[config.mk]
export PLATFORM = sky130hd
export DESIGN_NAME = uaxr_rx
export DESIGN_NICKNAME = d
export VERILOG_FILES = /design/src/uaxr_pkg.sv /design/src/uaxr_rxbuf.sv /design/src/uaxr_sampler.sv /design/src/uaxr_rx.sv
export VERILOG_INCLUDE_DIRS = /design/src
export SDC_FILE = /design/constraint.sdc
export NUM_CORES = 1
export LEC_CHECK = 0
export BUFFER_PORTS_ARGS = -buffer_cell sky130_fd_sc_hd__clkbuf_2
export CORE_UTILIZATION = 35
export DETAILED_ROUTE_END_ITERATION = 8
export PLACE_DENSITY = 0.56
export REMOVE_ABC_BUFFERS = 1
export SLEW_MARGIN = 10
export SYNTH_ARGS = -nofsm -noshare
export SYNTH_HDL_FRONTEND = slang
export SYNTH_SLANG_ARGS = --single-unit
export TNS_END_PERCENT = 50
[constraint.sdc]
create_clock -name pclk -period 2.9 [get_ports pclk]
set_input_delay 0.29 -clock pclk [delete_from_list [all_inputs] [get_ports pclk]]
set_output_delay 0.29 -clock pclk [all_outputs]
set_load 0.02 [all_outputs]
[src/uaxr_defines.svh]
// register offsets, bit positions, reset values and sample counts
// assumes: included by bare name from uaxr files, no other state
//
// Functional notes
// - receive-complete flag means buffer holds data
// - receiver disable empties buffer, flag reads zero
// - receive irq is level while flag and enable
// - data read frees the buffer head entry
// - error flags travel in buffer with frame
// - status writes never change error flags
// - error flags never raise an interrupt
// - framing flag reflects head frame stop bit
// - only first stop bit is checked
// - two-deep buffer; overrun on full plus waiting frame plus start
// - successful buffer transfer clears overrun
// - parity flag zero for frames received with checking disabled
// - parity checked over data, odd or even
// - parity flag needs checking enabled that frame
// - disable is immediate, frame and data dropped
// - sixteen samples per bit, eight double speed
// - start vote on samples 8-10 or 4-6
// - recovery steps sixteen or eight states per bit
// - each bit is majority of three samples
// - low stop bit sets framing error
// - next start accepted right after stop vote
// - vote centre sample 9, or 5 double speed
// - unused upper data bits read zero
`ifndef UAXR_DEFINES_SVH
`define UAXR_DEFINES_SVH

// -----------------------------------------------------------
// register byte offsets
// -----------------------------------------------------------
`define UAXR_SERIAL_STATUS_OFF   8'h00
`define UAXR_SERIAL_CONTROL_OFF  8'h04
`define UAXR_FRAME_FORMAT_OFF    8'h08
`define UAXR_SERIAL_DATA_OFF     8'h0c

// -----------------------------------------------------------
// field positions and reset values
// -----------------------------------------------------------
`define UAXR_ST_RXC      7
`define UAXR_ST_FE       4
`define UAXR_ST_DOR      3
`define UAXR_ST_UPE      2
`define UAXR_CTL_IRQEN   7
`define UAXR_CTL_RXEN    4
`define UAXR_CTL_DBL     1
`define UAXR_FMT_PEN     5
`define UAXR_FMT_PODD    4
`define UAXR_FMT_TWOSTOP 3
`define UAXR_FMT_SIZE    1
`define UAXR_CTL_RESET   8'h00
`define UAXR_FMT_RESET   8'h06

// -----------------------------------------------------------
// samples per bit and vote centre
// -----------------------------------------------------------
`define UAXR_SPB_NORM    5'h10
`define UAXR_SPB_DBL     5'h08
`define UAXR_MID_NORM    5'h09
`define UAXR_MID_DBL     5'h05

`endif

[src/uaxr_pkg.sv]
// types shared by the receiver files
// assumes: nothing outside itself
package uaxr_pkg;

	// frame recovery states, one-hot
	typedef enum logic [4:0] {
		ST_IDLE  = 5'h01,
		ST_START = 5'h02,
		ST_DATA  = 5'h04,
		ST_PAR   = 5'h08,
		ST_STOP  = 5'h10
	} uaxr_state_t;

	// one receive buffer entry: flags stored with frame
	typedef struct packed {
		logic       overrun_flag;
		logic       parity_error_flag;
		logic       framing_error_flag;
		logic [7:0] data;
	} uaxr_entry_t;

	// software control bits
	typedef struct packed {
		logic rx_complete_irq_enable;
		logic receiver_enable_bit;
		logic double_speed_select;
	} uaxr_ctl_t;

	// frame format bits
	typedef struct packed {
		logic       parity_enable_bit;
		logic       parity_odd_select;
		logic       two_stop_select;
		logic [1:0] char_size;
	} uaxr_fmt_t;

endpackage

[src/uaxr_rxbuf.sv]
// receive buffer fifo: holds received frames with their flags
// assumes: one clock; push ignored when full, pop when empty
`timescale 1ns/1ps
module uaxr_rxbuf #(
	parameter int W     = 11,
	parameter int DEPTH = 2,
	localparam int AW   = (DEPTH > 1) ? $clog2(DEPTH) : 1,
	localparam int CW   = $clog2(DEPTH + 1)
) (
	input  wire logic          pclk,
	input  wire logic          presetn,
	input  wire logic          ce,
	input  wire logic          push,
	input  wire logic          pop,
	input  wire logic          flush,
	input  wire logic [W-1:0]  din,
	output logic      [W-1:0]  dout,
	output logic      [CW-1:0] count,
	output logic               full,
	output logic               empty
);
	logic [W-1:0]  mem [DEPTH];  // entry storage
	logic [AW-1:0] wp_q;         // write pointer
	logic [AW-1:0] rp_q;         // read pointer
	logic [CW-1:0] cnt_q;        // entries held
	logic          do_push;
	logic          do_pop;

	// pointer step with wrap for any depth
	function automatic logic [AW-1:0] nxt(input logic [AW-1:0] p);
		return (p == AW'(DEPTH - 1)) ? '0 : p + 1'b1;
	endfunction

	assign do_push = push & ~full;
	assign do_pop  = pop & ~empty;
	assign full    = (cnt_q == CW'(DEPTH));
	assign empty   = (cnt_q == '0);
	assign count   = cnt_q;
	assign dout    = mem[rp_q];

	// storage write
	always_ff @(posedge pclk) begin
		if (ce && do_push && !flush) begin
			mem[wp_q] <= din;
		end
	end

	// pointers and fill count; flush empties at once
	always_ff @(posedge pclk or negedge presetn) begin
		if (!presetn) begin
			wp_q  <= '0;
			rp_q  <= '0;
			cnt_q <= '0;
		end else if (ce) begin
			if (flush) begin
				wp_q  <= '0;
				rp_q  <= '0;
				cnt_q <= '0;
			end else begin
				if (do_push) wp_q <= nxt(wp_q);
				if (do_pop) rp_q <= nxt(rp_q);
				cnt_q <= cnt_q + CW'(do_push) - CW'(do_pop);
			end
		end
	end
endmodule

[src/uaxr_sampler.sv]
// sample counter and three-sample majority window of one bit
// assumes: tick is one pclk cycle at 16x or 8x the baud rate
`timescale 1ns/1ps
`include "uaxr_defines.svh"
module uaxr_sampler (
	input  wire logic       pclk,
	input  wire logic       presetn,
	input  wire logic       ce,
	input  wire logic       tick,
	input  wire logic       restart,
	input  wire logic       dbl,
	input  wire logic       line,
	output logic      [4:0] cnt,
	output logic            vote_stb,
	output logic            vote_val
);
	logic [4:0] cnt_q;  // sample number within the bit
	logic [4:0] cnt_n;  // sample number after this tick
	logic [4:0] spb;    // samples per bit
	logic [4:0] mid;    // centre sample
	logic [1:0] win_q;  // first two voted samples

	// two or three equal samples decide the bit
	function automatic logic maj3(input logic [2:0] s);
		return (s[0] & s[1]) | (s[0] & s[2]) | (s[1] & s[2]);
	endfunction

	assign spb = dbl ? `UAXR_SPB_DBL : `UAXR_SPB_NORM;
	assign mid = dbl ? `UAXR_MID_DBL : `UAXR_MID_NORM;

	// first low sample is sample 1, then 1..spb per bit
	always_comb begin
		if (restart) cnt_n = 5'h01;
		else if (cnt_q >= spb) cnt_n = 5'h01;
		else cnt_n = cnt_q + 5'h01;
	end

	// counter advances only on sample ticks
	always_ff @(posedge pclk or negedge presetn) begin
		if (!presetn) cnt_q <= 5'h00;
		else if (ce && tick) cnt_q <= cnt_n;
	end

	// keep samples mid-1 and mid for the vote
	always_ff @(posedge pclk or negedge presetn) begin
		if (!presetn) begin
			win_q <= 2'h3;
		end else if (ce && tick && cnt_n >= mid - 5'h01 &&
			cnt_n <= mid) begin
			win_q <= {win_q[0], line};
		end
	end

	assign cnt      = cnt_q;
	assign vote_stb = ce & tick & (cnt_n == mid + 5'h01);
	assign vote_val = maj3({win_q, line});
endmodule

[src/uaxr_rx.sv]
// serial receiver with apb registers and two-deep buffer
// assumes: apb master, sample_tick from a baud generator,
// serial_rx_pin already synchronous to pclk
//
// Design decisions made here: the register offsets and register access over APB.
`timescale 1ns/1ps
`include "uaxr_defines.svh"
module uaxr_rx #(
	parameter int DEPTH = 2
) (
	input  wire logic        pclk,
	input  wire logic        presetn,
	input  wire logic        ce,
	input  wire logic        psel,
	input  wire logic        penable,
	input  wire logic        pwrite,
	input  wire logic [7:0]  paddr,
	input  wire logic [31:0] pwdata,
	output logic      [31:0] prdata,
	output logic             pready,
	output logic             pslverr,
	input  wire logic        sample_tick,
	input  wire logic        serial_rx_pin,
	output logic             rx_irq,
	output logic             rx_pin_owned
);
	localparam int CW = $clog2(DEPTH + 1);
	// reset words held as constants so their bits can be selected
	localparam logic [7:0] CTL_RST = `UAXR_CTL_RESET;
	localparam logic [7:0] FMT_RST = `UAXR_FMT_RESET;

	// -----------------------------------------------------------
	// registers and internal signals
	// -----------------------------------------------------------
	uaxr_pkg::uaxr_ctl_t   ctl_q;        // serial control reg
	uaxr_pkg::uaxr_fmt_t   fmt_q;        // frame format reg
	uaxr_pkg::uaxr_state_t st_q;         // recovery state
	uaxr_pkg::uaxr_entry_t hold_q;       // frame in shift reg
	uaxr_pkg::uaxr_entry_t head;         // buffer head entry
	logic                  hold_v_q;     // shift reg holds frame
	logic                  dor_pend_q;   // overrun for next push
	logic [7:0]            data_sr_q;    // received data bits
	logic [2:0]            bit_idx_q;    // data bit index
	logic                  pbit_q;       // received parity bit
	logic                  pen_f_q;      // parity check this frame
	logic                  odd_f_q;      // parity sense this frame
	logic                  prev_q;       // line at previous tick
	logic [31:0]           prdata_q;     // read data
	logic                  pready_q;     // access phase ready
	logic                  pslverr_q;    // unmapped address
	logic                  irq_q;        // receive irq level
	logic                  own_q;        // receiver owns pin
	logic                  rx_en;
	logic                  start_edge;
	logic                  vote_stb;
	logic                  vote_val;
	logic                  complete;
	logic                  push;
	logic                  acc;
	logic                  wr;
	logic                  rd_pop;
	logic                  full;
	logic                  empty;
	logic                  dor_set;
	logic                  upe_now;
	logic [2:0]            last_idx;
	logic [CW-1:0]         buf_cnt;
	logic [10:0]           head_raw;
	logic [31:0]           rd_val;

	// true when offset names a register
	function automatic logic is_map(input logic [7:0] a);
		return a == `UAXR_SERIAL_STATUS_OFF ||
			a == `UAXR_SERIAL_CONTROL_OFF ||
			a == `UAXR_FRAME_FORMAT_OFF ||
			a == `UAXR_SERIAL_DATA_OFF;
	endfunction

	assign rx_en    = ctl_q.receiver_enable_bit;
	assign last_idx = 3'h4 + {1'b0, fmt_q.char_size};
	assign head     = uaxr_pkg::uaxr_entry_t'(head_raw);

	// -----------------------------------------------------------
	// sample counter and majority vote
	// -----------------------------------------------------------
	uaxr_sampler u_samp (
		.pclk     (pclk),
		.presetn  (presetn),
		.ce       (ce),
		.tick     (sample_tick),
		.restart  (start_edge),
		.dbl      (ctl_q.double_speed_select),
		.line     (serial_rx_pin),
		.cnt      (),
		.vote_stb (vote_stb),
		.vote_val (vote_val)
	);

	// -----------------------------------------------------------
	// receive buffer
	// -----------------------------------------------------------
	uaxr_rxbuf #(
		.W     ($bits(uaxr_pkg::uaxr_entry_t)),
		.DEPTH (DEPTH)
	) u_buf (
		.pclk    (pclk),
		.presetn (presetn),
		.ce      (ce),
		.push    (push),
		.pop     (rd_pop),
		.flush   (!rx_en),
		.din     ({dor_pend_q | dor_set, hold_q[9:0]}),
		.dout    (head_raw),
		.count   (buf_cnt),
		.full    (full),
		.empty   (empty)
	);

	// -----------------------------------------------------------
	// start detection and frame recovery
	// -----------------------------------------------------------
	// idle high to low at a sample tick opens a start bit
	assign start_edge = (st_q == uaxr_pkg::ST_IDLE) & rx_en &
		sample_tick & prev_q & ~serial_rx_pin;

	// stop bit voted: frame sits whole in the shift register
	assign complete = (st_q == uaxr_pkg::ST_STOP) & vote_stb;

	// parity of data plus parity bit against chosen sense
	assign upe_now = pen_f_q &
		(^data_sr_q ^ pbit_q ^ odd_f_q);

	// overrun: valid start while buffer full and frame waiting
	assign dor_set = (st_q == uaxr_pkg::ST_START) & vote_stb &
		~vote_val & full & hold_v_q;

	// move a waiting frame into the buffer when room exists
	assign push = hold_v_q & ~full & rx_en;

	// line history for edge detection
	always_ff @(posedge pclk or negedge presetn) begin
		if (!presetn) prev_q <= 1'b1;
		else if (ce && sample_tick) prev_q <= serial_rx_pin;
	end

	// recovery state machine, one state per frame field
	always_ff @(posedge pclk or negedge presetn) begin
		if (!presetn) begin
			st_q <= uaxr_pkg::ST_IDLE;
		end else if (ce) begin
			if (!rx_en) begin
				st_q <= uaxr_pkg::ST_IDLE;
			end else begin
				case (st_q)
					uaxr_pkg::ST_IDLE: begin
						if (start_edge) st_q <= uaxr_pkg::ST_START;
					end
					uaxr_pkg::ST_START: begin
						// majority high: noise, search again
						if (vote_stb) begin
							st_q <= vote_val ? uaxr_pkg::ST_IDLE
								: uaxr_pkg::ST_DATA;
						end
					end
					uaxr_pkg::ST_DATA: begin
						if (vote_stb && bit_idx_q == last_idx) begin
							st_q <= pen_f_q ? uaxr_pkg::ST_PAR
								: uaxr_pkg::ST_STOP;
						end
					end
					uaxr_pkg::ST_PAR: begin
						if (vote_stb) st_q <= uaxr_pkg::ST_STOP;
					end
					uaxr_pkg::ST_STOP: begin
						// free for next edge after the vote
						if (vote_stb) st_q <= uaxr_pkg::ST_IDLE;
					end
					default: st_q <= uaxr_pkg::ST_IDLE;
				endcase
			end
		end
	end

	// data shift register and per-frame parity settings
	always_ff @(posedge pclk or negedge presetn) begin
		if (!presetn) begin
			data_sr_q <= 8'h00;
			bit_idx_q <= 3'h0;
			pbit_q    <= 1'b0;
			pen_f_q   <= 1'b0;
			odd_f_q   <= 1'b0;
		end else if (ce && vote_stb) begin
			if (st_q == uaxr_pkg::ST_START) begin
				// clear so short frames leave upper bits zero
				data_sr_q <= 8'h00;
				bit_idx_q <= 3'h0;
				pen_f_q   <= fmt_q.parity_enable_bit;
				odd_f_q   <= fmt_q.parity_odd_select;
			end else if (st_q == uaxr_pkg::ST_DATA) begin
				data_sr_q[bit_idx_q] <= vote_val;
				bit_idx_q <= bit_idx_q + 3'h1;
			end else if (st_q == uaxr_pkg::ST_PAR) begin
				pbit_q <= vote_val;
			end
		end
	end

	// finished frame waits here until the buffer has room
	always_ff @(posedge pclk or negedge presetn) begin
		if (!presetn) begin
			hold_q   <= '0;
			hold_v_q <= 1'b0;
		end else if (ce) begin
			if (!rx_en) begin
				hold_v_q <= 1'b0;
			end else if (complete) begin
				// only first stop bit decides framing
				hold_q.framing_error_flag <= ~vote_val;
				hold_q.parity_error_flag  <= upe_now;
				hold_q.data               <= data_sr_q;
				hold_v_q                  <= 1'b1;
			end else if (push) begin
				hold_v_q <= 1'b0;
			end
		end
	end

	// overrun pending, attached to the next pushed frame
	always_ff @(posedge pclk or negedge presetn) begin
		if (!presetn) begin
			dor_pend_q <= 1'b0;
		end else if (ce) begin
			if (!rx_en) dor_pend_q <= 1'b0;
			else if (dor_set) dor_pend_q <= 1'b1;  // set wins
			else if (push) dor_pend_q <= 1'b0;
		end
	end

	// -----------------------------------------------------------
	// apb slave
	// -----------------------------------------------------------
	assign acc    = psel & penable & pready_q;
	assign wr     = acc & pwrite & is_map(paddr);
	assign rd_pop = acc & ~pwrite & ~empty &
		(paddr == `UAXR_SERIAL_DATA_OFF);

	// read value chosen during the setup cycle
	always_comb begin
		rd_val = 32'h0000_0000;
		case (paddr)
			`UAXR_SERIAL_STATUS_OFF: begin
				rd_val[`UAXR_ST_RXC] = ~empty;
				rd_val[`UAXR_ST_FE]  = ~empty &
					head.framing_error_flag;
				rd_val[`UAXR_ST_DOR] = ~empty & head.overrun_flag;
				rd_val[`UAXR_ST_UPE] = ~empty &
					head.parity_error_flag;
			end
			`UAXR_SERIAL_CONTROL_OFF: begin
				rd_val[`UAXR_CTL_IRQEN] = ctl_q.rx_complete_irq_enable;
				rd_val[`UAXR_CTL_RXEN]  = ctl_q.receiver_enable_bit;
				rd_val[`UAXR_CTL_DBL]   = ctl_q.double_speed_select;
			end
			`UAXR_FRAME_FORMAT_OFF: begin
				rd_val[`UAXR_FMT_PEN]     = fmt_q.parity_enable_bit;
				rd_val[`UAXR_FMT_PODD]    = fmt_q.parity_odd_select;
				rd_val[`UAXR_FMT_TWOSTOP] = fmt_q.two_stop_select;
				rd_val[`UAXR_FMT_SIZE +: 2] = fmt_q.char_size;
			end
			`UAXR_SERIAL_DATA_OFF: begin
				if (!empty) rd_val[7:0] = head.data;
			end
			default: rd_val = 32'h0000_0000;
		endcase
	end

	// one wait-free access: ready in the access phase
	always_ff @(posedge pclk or negedge presetn) begin
		if (!presetn) begin
			pready_q  <= 1'b0;
			pslverr_q <= 1'b0;
			prdata_q  <= 32'h0000_0000;
		end else if (ce) begin
			pready_q <= psel & ~penable;
			if (psel && !penable) begin
				pslverr_q <= ~is_map(paddr);
				prdata_q  <= pwrite ? 32'h0000_0000 : rd_val;
			end
		end
	end

	// control and format writes; status writes change nothing
	always_ff @(posedge pclk or negedge presetn) begin
		if (!presetn) begin
			ctl_q <= uaxr_pkg::uaxr_ctl_t'({
				CTL_RST[`UAXR_CTL_IRQEN],
				CTL_RST[`UAXR_CTL_RXEN],
				CTL_RST[`UAXR_CTL_DBL]});
			fmt_q <= uaxr_pkg::uaxr_fmt_t'(
				FMT_RST[`UAXR_FMT_PEN:`UAXR_FMT_SIZE]);
		end else if (ce && wr) begin
			if (paddr == `UAXR_SERIAL_CONTROL_OFF) begin
				ctl_q.rx_complete_irq_enable <= pwdata[`UAXR_CTL_IRQEN];
				ctl_q.receiver_enable_bit    <= pwdata[`UAXR_CTL_RXEN];
				ctl_q.double_speed_select    <= pwdata[`UAXR_CTL_DBL];
			end
			if (paddr == `UAXR_FRAME_FORMAT_OFF) begin
				fmt_q <= uaxr_pkg::uaxr_fmt_t'(
					pwdata[`UAXR_FMT_PEN:`UAXR_FMT_SIZE]);
			end
		end
	end

	// irq from receive-complete only; error flags never feed it
	always_ff @(posedge pclk or negedge presetn) begin
		if (!presetn) begin
			irq_q <= 1'b0;
			own_q <= 1'b0;
		end else if (ce) begin
			irq_q <= ctl_q.rx_complete_irq_enable & ~empty;
			own_q <= rx_en;
		end
	end

	assign prdata       = prdata_q;
	assign pready       = pready_q;
	assign pslverr      = pslverr_q;
	assign rx_irq       = irq_q;
	assign rx_pin_owned = own_q;
endmodule

Word level (Yosys, flattened, before mapping)
Memories as Yosys holds them, arrays and structs flattened.
Index checks and enable logic that the tools add are counted.
{ "op_classes": {"addsub": 9, "magnitude_cmp": 5, "eq_ne": 20, "n_mux": 43, "bitwise": 45, "n_reduce_logical": 30} }
{ "op_table": {"columns": ["cell", "n"], "rows": [
  ["$mux W5", 10],
  ["$mux W8", 4],
  ["$and A1 B1 Y1", 31],
  ["$pmux W5 S5", 1],
  ["$reduce_and A2 Y1", 9],
  ["$eq A8 B4 Y1 const B", 2],
  ["$mux W1", 16],
  ["$ne A3 B3 Y1 const B", 5],
  ["$add A5 B1 Y5 const B", 2],
  ["$ge A5 B5 Y1", 2],
  ["$logic_and A1 B1 Y1", 10],
  ["$mux W3", 3],
  ["$not A1 Y1", 9],
  ["$bwmux W8", 1],
  ["$eq A8 B3 Y1 const B", 1],
  ["$logic_not A8 Y1", 1],
  ["$reduce_xor A8 Y1", 1],
  ["$ne A3 B1 Y1 const B", 2],
  ["$pmux W1 S3", 2],
  ["$pmux W2 S3", 1],
  ["$reduce_and A6 Y1", 1],
  ["$eq A5 B1 Y1 const B", 1],
  ["$eq A5 B2 Y1 const B", 1],
  ["$eq A5 B3 Y1 const B", 1],
  ["28 further kinds", 35]
]} }
{ "totals": {"register_bits": 87, "ramBits": 22, "out_inout_bits": 36, "word_cells": 182, "n_memories": 1} }
{ "memory_table": {"columns": ["name", "words", "word_bits", "read_ports", "rd_clocked_by_memory_dff", "wr", "line_no", "source"], "rows": [
  ["u_buf.mem", 2, 11, 1, 0, 1, "uaxr_rxbuf.sv:22", "logic [W-1:0] mem [DEPTH];"]
]} }

Longest topological paths before layout
{ "depth": {"ltp_word": 14, "mapped_depth": 15, "depth_no_buf": 13} }

Modules after synthesis
Synthesis repeated with hierarchy kept, for this count alone.
{ "hier_totals": {"hier_cells": 422, "hier_area_um2": 4568.1} }
{ "modules_own_cells": {"columns": ["mod", "instances", "cells_each", "area_per_inst_um2", "seq_area_each_um2"], "rows": [
  ["uaxr_rx", 1, 284, 2867.8, 1306.3],
  ["uaxr_rxbuf", 1, 65, 1079.8, 760.7],
  ["uaxr_sampler", 1, 73, 620.6, 177.7]
]} }

Worst setup path after synthesis
No wires, ideal clock.
{ "synth_timing": {"path_type": "flip-flop to flip-flop", "startpoint": "reg u_samp.cnt_q[3] (netlist: u_samp.cnt[3])", "endpoint": "reg hold_q[1] in the netlist's numbering", "setup_ps": 125, "t_arrival_ps": 2749, "path_slack_ps": 26, "path_stages_with_launch": 15, "path_buffers": 2, "synth_period_minus_slack_ps": 2874, "path_cell_list": "dfrtp_1 -> inv_1 -> ha_1 -> and4b_4 -> nor3_4 -> nand2_1 -> nor2_1 -> ha_1 -> nand3_1 -> nor2_1 -> and4_1 -> buf_6 -> nand3_4 -> buf_6 -> mux2_4"} }
{ "synth_via": {"elab_chain_cells": 7, "word_cells_on_any_way": 8} }
{ "synth_lines": {"columns": ["item", "line_no", "source"], "rows": [
  ["start, declared", "uaxr_sampler.sv:17", "logic [4:0] cnt_q;"],
  ["start signal, assigned", "uaxr_sampler.sv:41", "else if (ce && tick) cnt_q <= cnt_n;"],
  ["$add A5 B1 Y5 or $ge A5 B5 Y1 (tied branches)", "uaxr_sampler.sv:35, uaxr_sampler.sv:34", null],
  ["$mux W5 (*)", "uaxr_sampler.sv:34", "else if (cnt_q >= spb) cnt_n = 5'h01;"],
  ["$mux W5 (*)", "uaxr_sampler.sv:33", "if (restart) cnt_n = 5'h01;"],
  ["named net u_samp.cnt_n[3]", "uaxr_sampler.sv:18", "logic [4:0] cnt_n;"],
  ["$eq A5 B5 Y1 (*)", "uaxr_sampler.sv:55", "assign vote_stb = ce & tick & (cnt_n == mid + 5'h01);"],
  ["$and A1 B1 Y1 (*)", "uaxr_sampler.sv:55", null],
  ["$and A1 B1 Y1 (*)", "uaxr_rx.sv:127", "assign complete = (st_q == uaxr_pkg::ST_STOP) & vote_stb;"],
  ["$reduce_and A3 Y1 (no source line) (*)", null, null],
  ["end, declared", "uaxr_rx.sv:38", "uaxr_pkg::uaxr_entry_t hold_q;"]
]} }
The timed path passes the listed nets; every way through them passes the cells marked *.
A chain may end at the register's enable or synchronous reset.

Final worst setup path
{ "layout_timing": {"startpoint": "reg ctl_q[0] in the netlist's numbering", "endpoint": "reg u_samp.win_q[1]"} }
{ "layout_via": {"elab_chain_cells": 7, "word_cells_on_any_way": 10} }
{ "layout_lines": {"columns": ["item", "line_no", "source"], "rows": [
  ["start, declared", "uaxr_rx.sv:35", "uaxr_pkg::uaxr_ctl_t ctl_q;"],
  ["start signal, assigned", "uaxr_rx.sv:295", "ctl_q <= uaxr_pkg::uaxr_ctl_t'({"],
  ["$mux W5 (no source line)", null, null],
  ["$ge A5 B5 Y1", "uaxr_sampler.sv:34", null],
  ["$mux W5", "uaxr_sampler.sv:34", null],
  ["$mux W5", "uaxr_sampler.sv:33", null],
  ["$ge A5 B5 Y1", "uaxr_sampler.sv:48", "end else if (ce && tick && cnt_n >= mid - 5'h01 &&"],
  ["$logic_and A1 B1 Y1", "uaxr_sampler.sv:48", null],
  ["$logic_and A1 B1 Y1 (*)", "uaxr_sampler.sv:48", null],
  ["end signal, assigned", "uaxr_sampler.sv:50", "win_q <= {win_q[0], line};"],
  ["end, declared", "uaxr_sampler.sv:21", "logic [1:0] win_q;"]
]} }
Mark *: on every way between the ends. The rest lies on a longest branch, timed or not.

==> implementation parameters <==
Parameter                              Value

Yosys
  Commonest cells in the synthesized netlist ... 57 x sky130_fd_sc_hd__dfrtp_1, 44 x sky130_fd_sc_hd__nand2_1, 25 x sky130_fd_sc_hd__buf_4, 25 x sky130_fd_sc_hd__nor2_1, 25 x sky130_fd_sc_hd__o21ai_0
  Post-synthesis sequential area ratio ... 0.500
  Number of synthesized flops with an enable pin ... 22
  Synth top area share ... 0.318
  Synth warnings ... 0
  Async set or reset register ratio after synthesis ... 0.741
  Synthesized netlist cell count ... 415
  Most instantiated library cell after synthesis ... sky130_fd_sc_hd__dfrtp_1
  Synthesized flop and latch total ... 85
  Area of the mapped netlist ... 4490 µm²
  Number of library cell types mapped by synthesis ... 57
  Mean post-synth cell area ... 10.8 µm²
  Yosys top cell by area ... sky130_fd_sc_hd__dfrtp_1
  Most used flip-flop cell after synthesis ... sky130_fd_sc_hd__dfrtp_1
  Biggest area contributors in the synthesized netlist ... sky130_fd_sc_hd__dfrtp_1 32%, sky130_fd_sc_hd__edfxtp_1 15%, sky130_fd_sc_hd__mux2_2 4.8%

Drt
  WL per Instance ... 14.4 µm
  1st-pass router iterations ... 4
  Post-Route WL ... 9.27 mm
  Vias per cell ... 4.93
  Number of design rule violations left after detail routing ... 0
  Remaining number of nets flagged by the antenna check after routing ... 0
  Detailed Route Iter0 Violations ... 193
  Vias post-DR ... 3175

Die
  Die width ... 115 µm
  Starting density of the core ... 0.357
  Height of the chip ... 115 µm
  Area of the placeable core ... 12600 µm²
  Floorplan row count ... 41
  Number of top-level pins ... 84
  DIE AREA ... 13300 µm²

Worst hold path
  Min-delay src ... pwdata[5]
  Worst min path class ... in -> reg
  Hold Path Cell Cnt ... 2
  Hold Path Sink ... fmt_q[4]

Power
  Total power divided by cell area ... 607 nW/µm²
  Largest voltage drop on the vdd net ... 0.270 mV
  Leakage power of the design ... 2.28 nW

Setup path
  Crit path launch type ... flip-flop
  Largest stage delay on the critical path ... 0.42 ns
  Cell-by-cell trace of the critical path ... ha_1 > and4b_4 > nor3_4 > nand3_2 > ha_4 > nand3_4 > o21ai_0 > a311oi_2 > nor4_2 > buf_4 > mux2_2
  Reg2Reg Launch Point ... ctl_q[0]
  Endpoint type of the worst setup path ... flip-flop
  Register-to-register setup slack ... 0.03 ns
  Critical path data arrival time ... 3.14 ns
  Critical path launch point ... ctl_q[0]
  WS Path Type ... reg -> reg
  Reg-to-Reg End ... u_samp.win_q[1]
  Critical path fanouts, max ... 3
  Cell depth of the worst flop-to-flop path ... 11
  Worst path slowest cell ... sky130_fd_sc_hd__dfrtp_1
  CP Data Required Time ... 3.17 ns

STA
  Maximum clock frequency ... 348 MHz
  Final-report max-slew violation count ... 0
  Setup repair after global routing missed its margin ... true
  Final clock period utilization by the worst path ... 0.990
  Setup Viol. Count Final ... 0
  Minimum hold slack ... 0.187 ns
  Setup skew after layout ... 0.00778 ns
  Worst-margin pin slew ... 0.592 ns
  Crit path time final ... 2.87 ns
  Count of endpoints failing hold in the final timing report ... 0
  Remaining max-slew budget at the tightest pin ... 0.602

GRT
  Wire length of the first global-routing pass ... 14.9 mm
  Initial antenna violation count ... 0
  Maximum number of pins on one net before global-route repair ... 26
  Global Route Usage Sum ... 0.148
  Via count of the first global-routing pass ... 3053
  Final global-route overflow total ... 0

Job
  Number of maximum-capacitance constraint violations ... 0

Clock network
  TritonCTS Sinks ... 85
  Total clock buffers created by CTS ... 9
  Clock latency on the worst-skew pair ... 0.34 ns
  Clock transition at the register clock pins on the worst setup and hold paths after CTS ... 0.06 ns
  Level count of the clock H-tree ... 3
  Buffer cell driving the clock tree root ... sky130_fd_sc_hd__clkbuf_16
  CTS max path bufs ... 2
  CTS tree ... yes

Layout
  Final standard cell area without fillers ... 5320 µm²
  ANT cells ... 0
  Number of nets in the final layout ... 525
  Area of the multi-input gates ... 2140 µm²
  Share of cells above drive strength 1 ... 0.271
  Synth-to-layout area growth ... 18.5%
  Fill cell count ... 1184
  Flip-flop and latch area ... 2240 µm²

Place
  DP HPWL ... 6.70 mm
  Input/output buffers ... 33
  RD Place Congestion ... 0.853
  Placed Instance Area ... 4800 µm²

Status
  Run status ... finished clean
-- flip-flops by register name, summed over array words and instances, names as in the netlist --
register,count
bit_idx_q,3
ctl_q,2
data_sr_q,8
dor_pend_q,1
fmt_q,5
hold_q,10
hold_v_q,1
odd_f_q,1
pbit_q,1
pen_f_q,1
prdata,8
pready,1
prev_q,1
pslverr,1
rx_en,1
rx_irq,1
rx_pin_owned,1
st_q,5
u_buf.count,2
u_buf.mem,22
u_buf.rp_q,1
u_buf.wp_q,1
u_samp.cnt,5
u_samp.win_q,2
-- worst max-delay path: cells and delay by family, from the launching register on --
kind                     cells  cell delay, ns
adder cells (fa/ha/maj)      2            0.61
buffers and inverters        1            0.17
AND/OR/NAND/NOR              5            0.93
flip-flops                   1            0.42
AO/OA/AOI/OAI                2            0.34
multiplexers                 1            0.32
-- cell usage in the layout, fill, tap and decap left out, types with 6 or more instances in the layout --
master                      Yosys  final
sky130_fd_sc_hd__o22ai_1        7      7
sky130_fd_sc_hd__xnor2_1       12     12
sky130_fd_sc_hd__xor2_1         8      8
sky130_fd_sc_hd__conb_1         1     24
sky130_fd_sc_hd__nand2_1       44     43
sky130_fd_sc_hd__clkbuf_2       0     33
sky130_fd_sc_hd__clkbuf_16      0      9
sky130_fd_sc_hd__a21oi_1        7      7
sky130_fd_sc_hd__buf_4         25     21
sky130_fd_sc_hd__mux2_4         6      8
sky130_fd_sc_hd__o21ai_0       25     25
sky130_fd_sc_hd__dfrtp_1       57     57
sky130_fd_sc_hd__nor2_1        25     22
sky130_fd_sc_hd__ha_1          10      7
sky130_fd_sc_hd__inv_1         21     20
sky130_fd_sc_hd__dfstp_2        6      6
sky130_fd_sc_hd__edfxtp_1      22     22
sky130_fd_sc_hd__mux2_2        19     17
sky130_fd_sc_hd__mux2i_1       15     15
sky130_fd_sc_hd__nand3_1       18     16
-- per-layer routing --
metal	track usage	share of wire
met1	0.196	0.47
met2	0.234	0.46
met3	0.0211	0.035
met4	0.0805	0.029
met5	0	0
-- cells by family after synthesis --
family / share of synthesized area
xor gates and xnor gates: 0.0390
AOI/OAI and AO/OA: 0.0970
other: 0.000835
buffers and inverters: 0.0766
DFF: 0.500
muxes: 0.101
and+or+nand+nor: 0.157
adders and majority gates: 0.0279
-- metrics by stage --
stage	util	cells	setup TNS, ns	setup slack [ns]	total power [W]
floorplan	-	398	-0.318	-0.0445	0.00174
global placement	0.382	617	-0.00825	-0.00455	0.00192
detailed placement	0.382	617	-0.395	-0.0696	0.00194
CTS	0.409	636	-0.0165	-0.00738	0.00305
global route	0.423	644	-0.513	-0.101	0.00338
finish	0.423	644	0	0.0280	0.00323
-- power breakdown --
| group | internal [W] | switching [W] | leakage, nW |
|---|---|---|---|
| Combinational | 0.000356 | 0.000445 | 1.09 |
| Sequential | 0.00129 | 0.0000461 | 1.05 |
| Clock | 0.000630 | 0.000467 | 0.135 |
| Total | 0.00227 | 0.000958 | 2.28 |
-- cell type report --
class	count	share of cell area
Timing Repair Buffer	57	0.0668
Inverter	21	0.0148
Multi-Input combinational cell	293	0.402
Clock buffer	12	0.0482
Clock inverter	4	0.00612
Sequential cell	85	0.422
Tap cell	172	0.0405
-- worst max path at each step --
stage               slack (ns)  depth (start not counted)         endpoint
global placement        -0.005                         12          st_q[2]
finish                    0.03                         11  u_samp.win_q[1]
CTS                     -0.007                         13     data_sr_q[5]
floorplan                -0.04                         12        hold_q[1]
global route             -0.10                         11  u_samp.win_q[1]
detailed placement       -0.07                         12          st_q[3]
-- what timing repair did --
action / CTS / global route
endpoints found under the hold margin: 19 / 0
setup endpoints to repair: 15 / 34
gates resized for setup: 6 / 20
pin swaps: 3 / 14
cloned: 1 / 0
buffers inserted: 1 / 8
hold buffers: 1 / 0
Note: power is estimated with default switching activity, not from simulation.
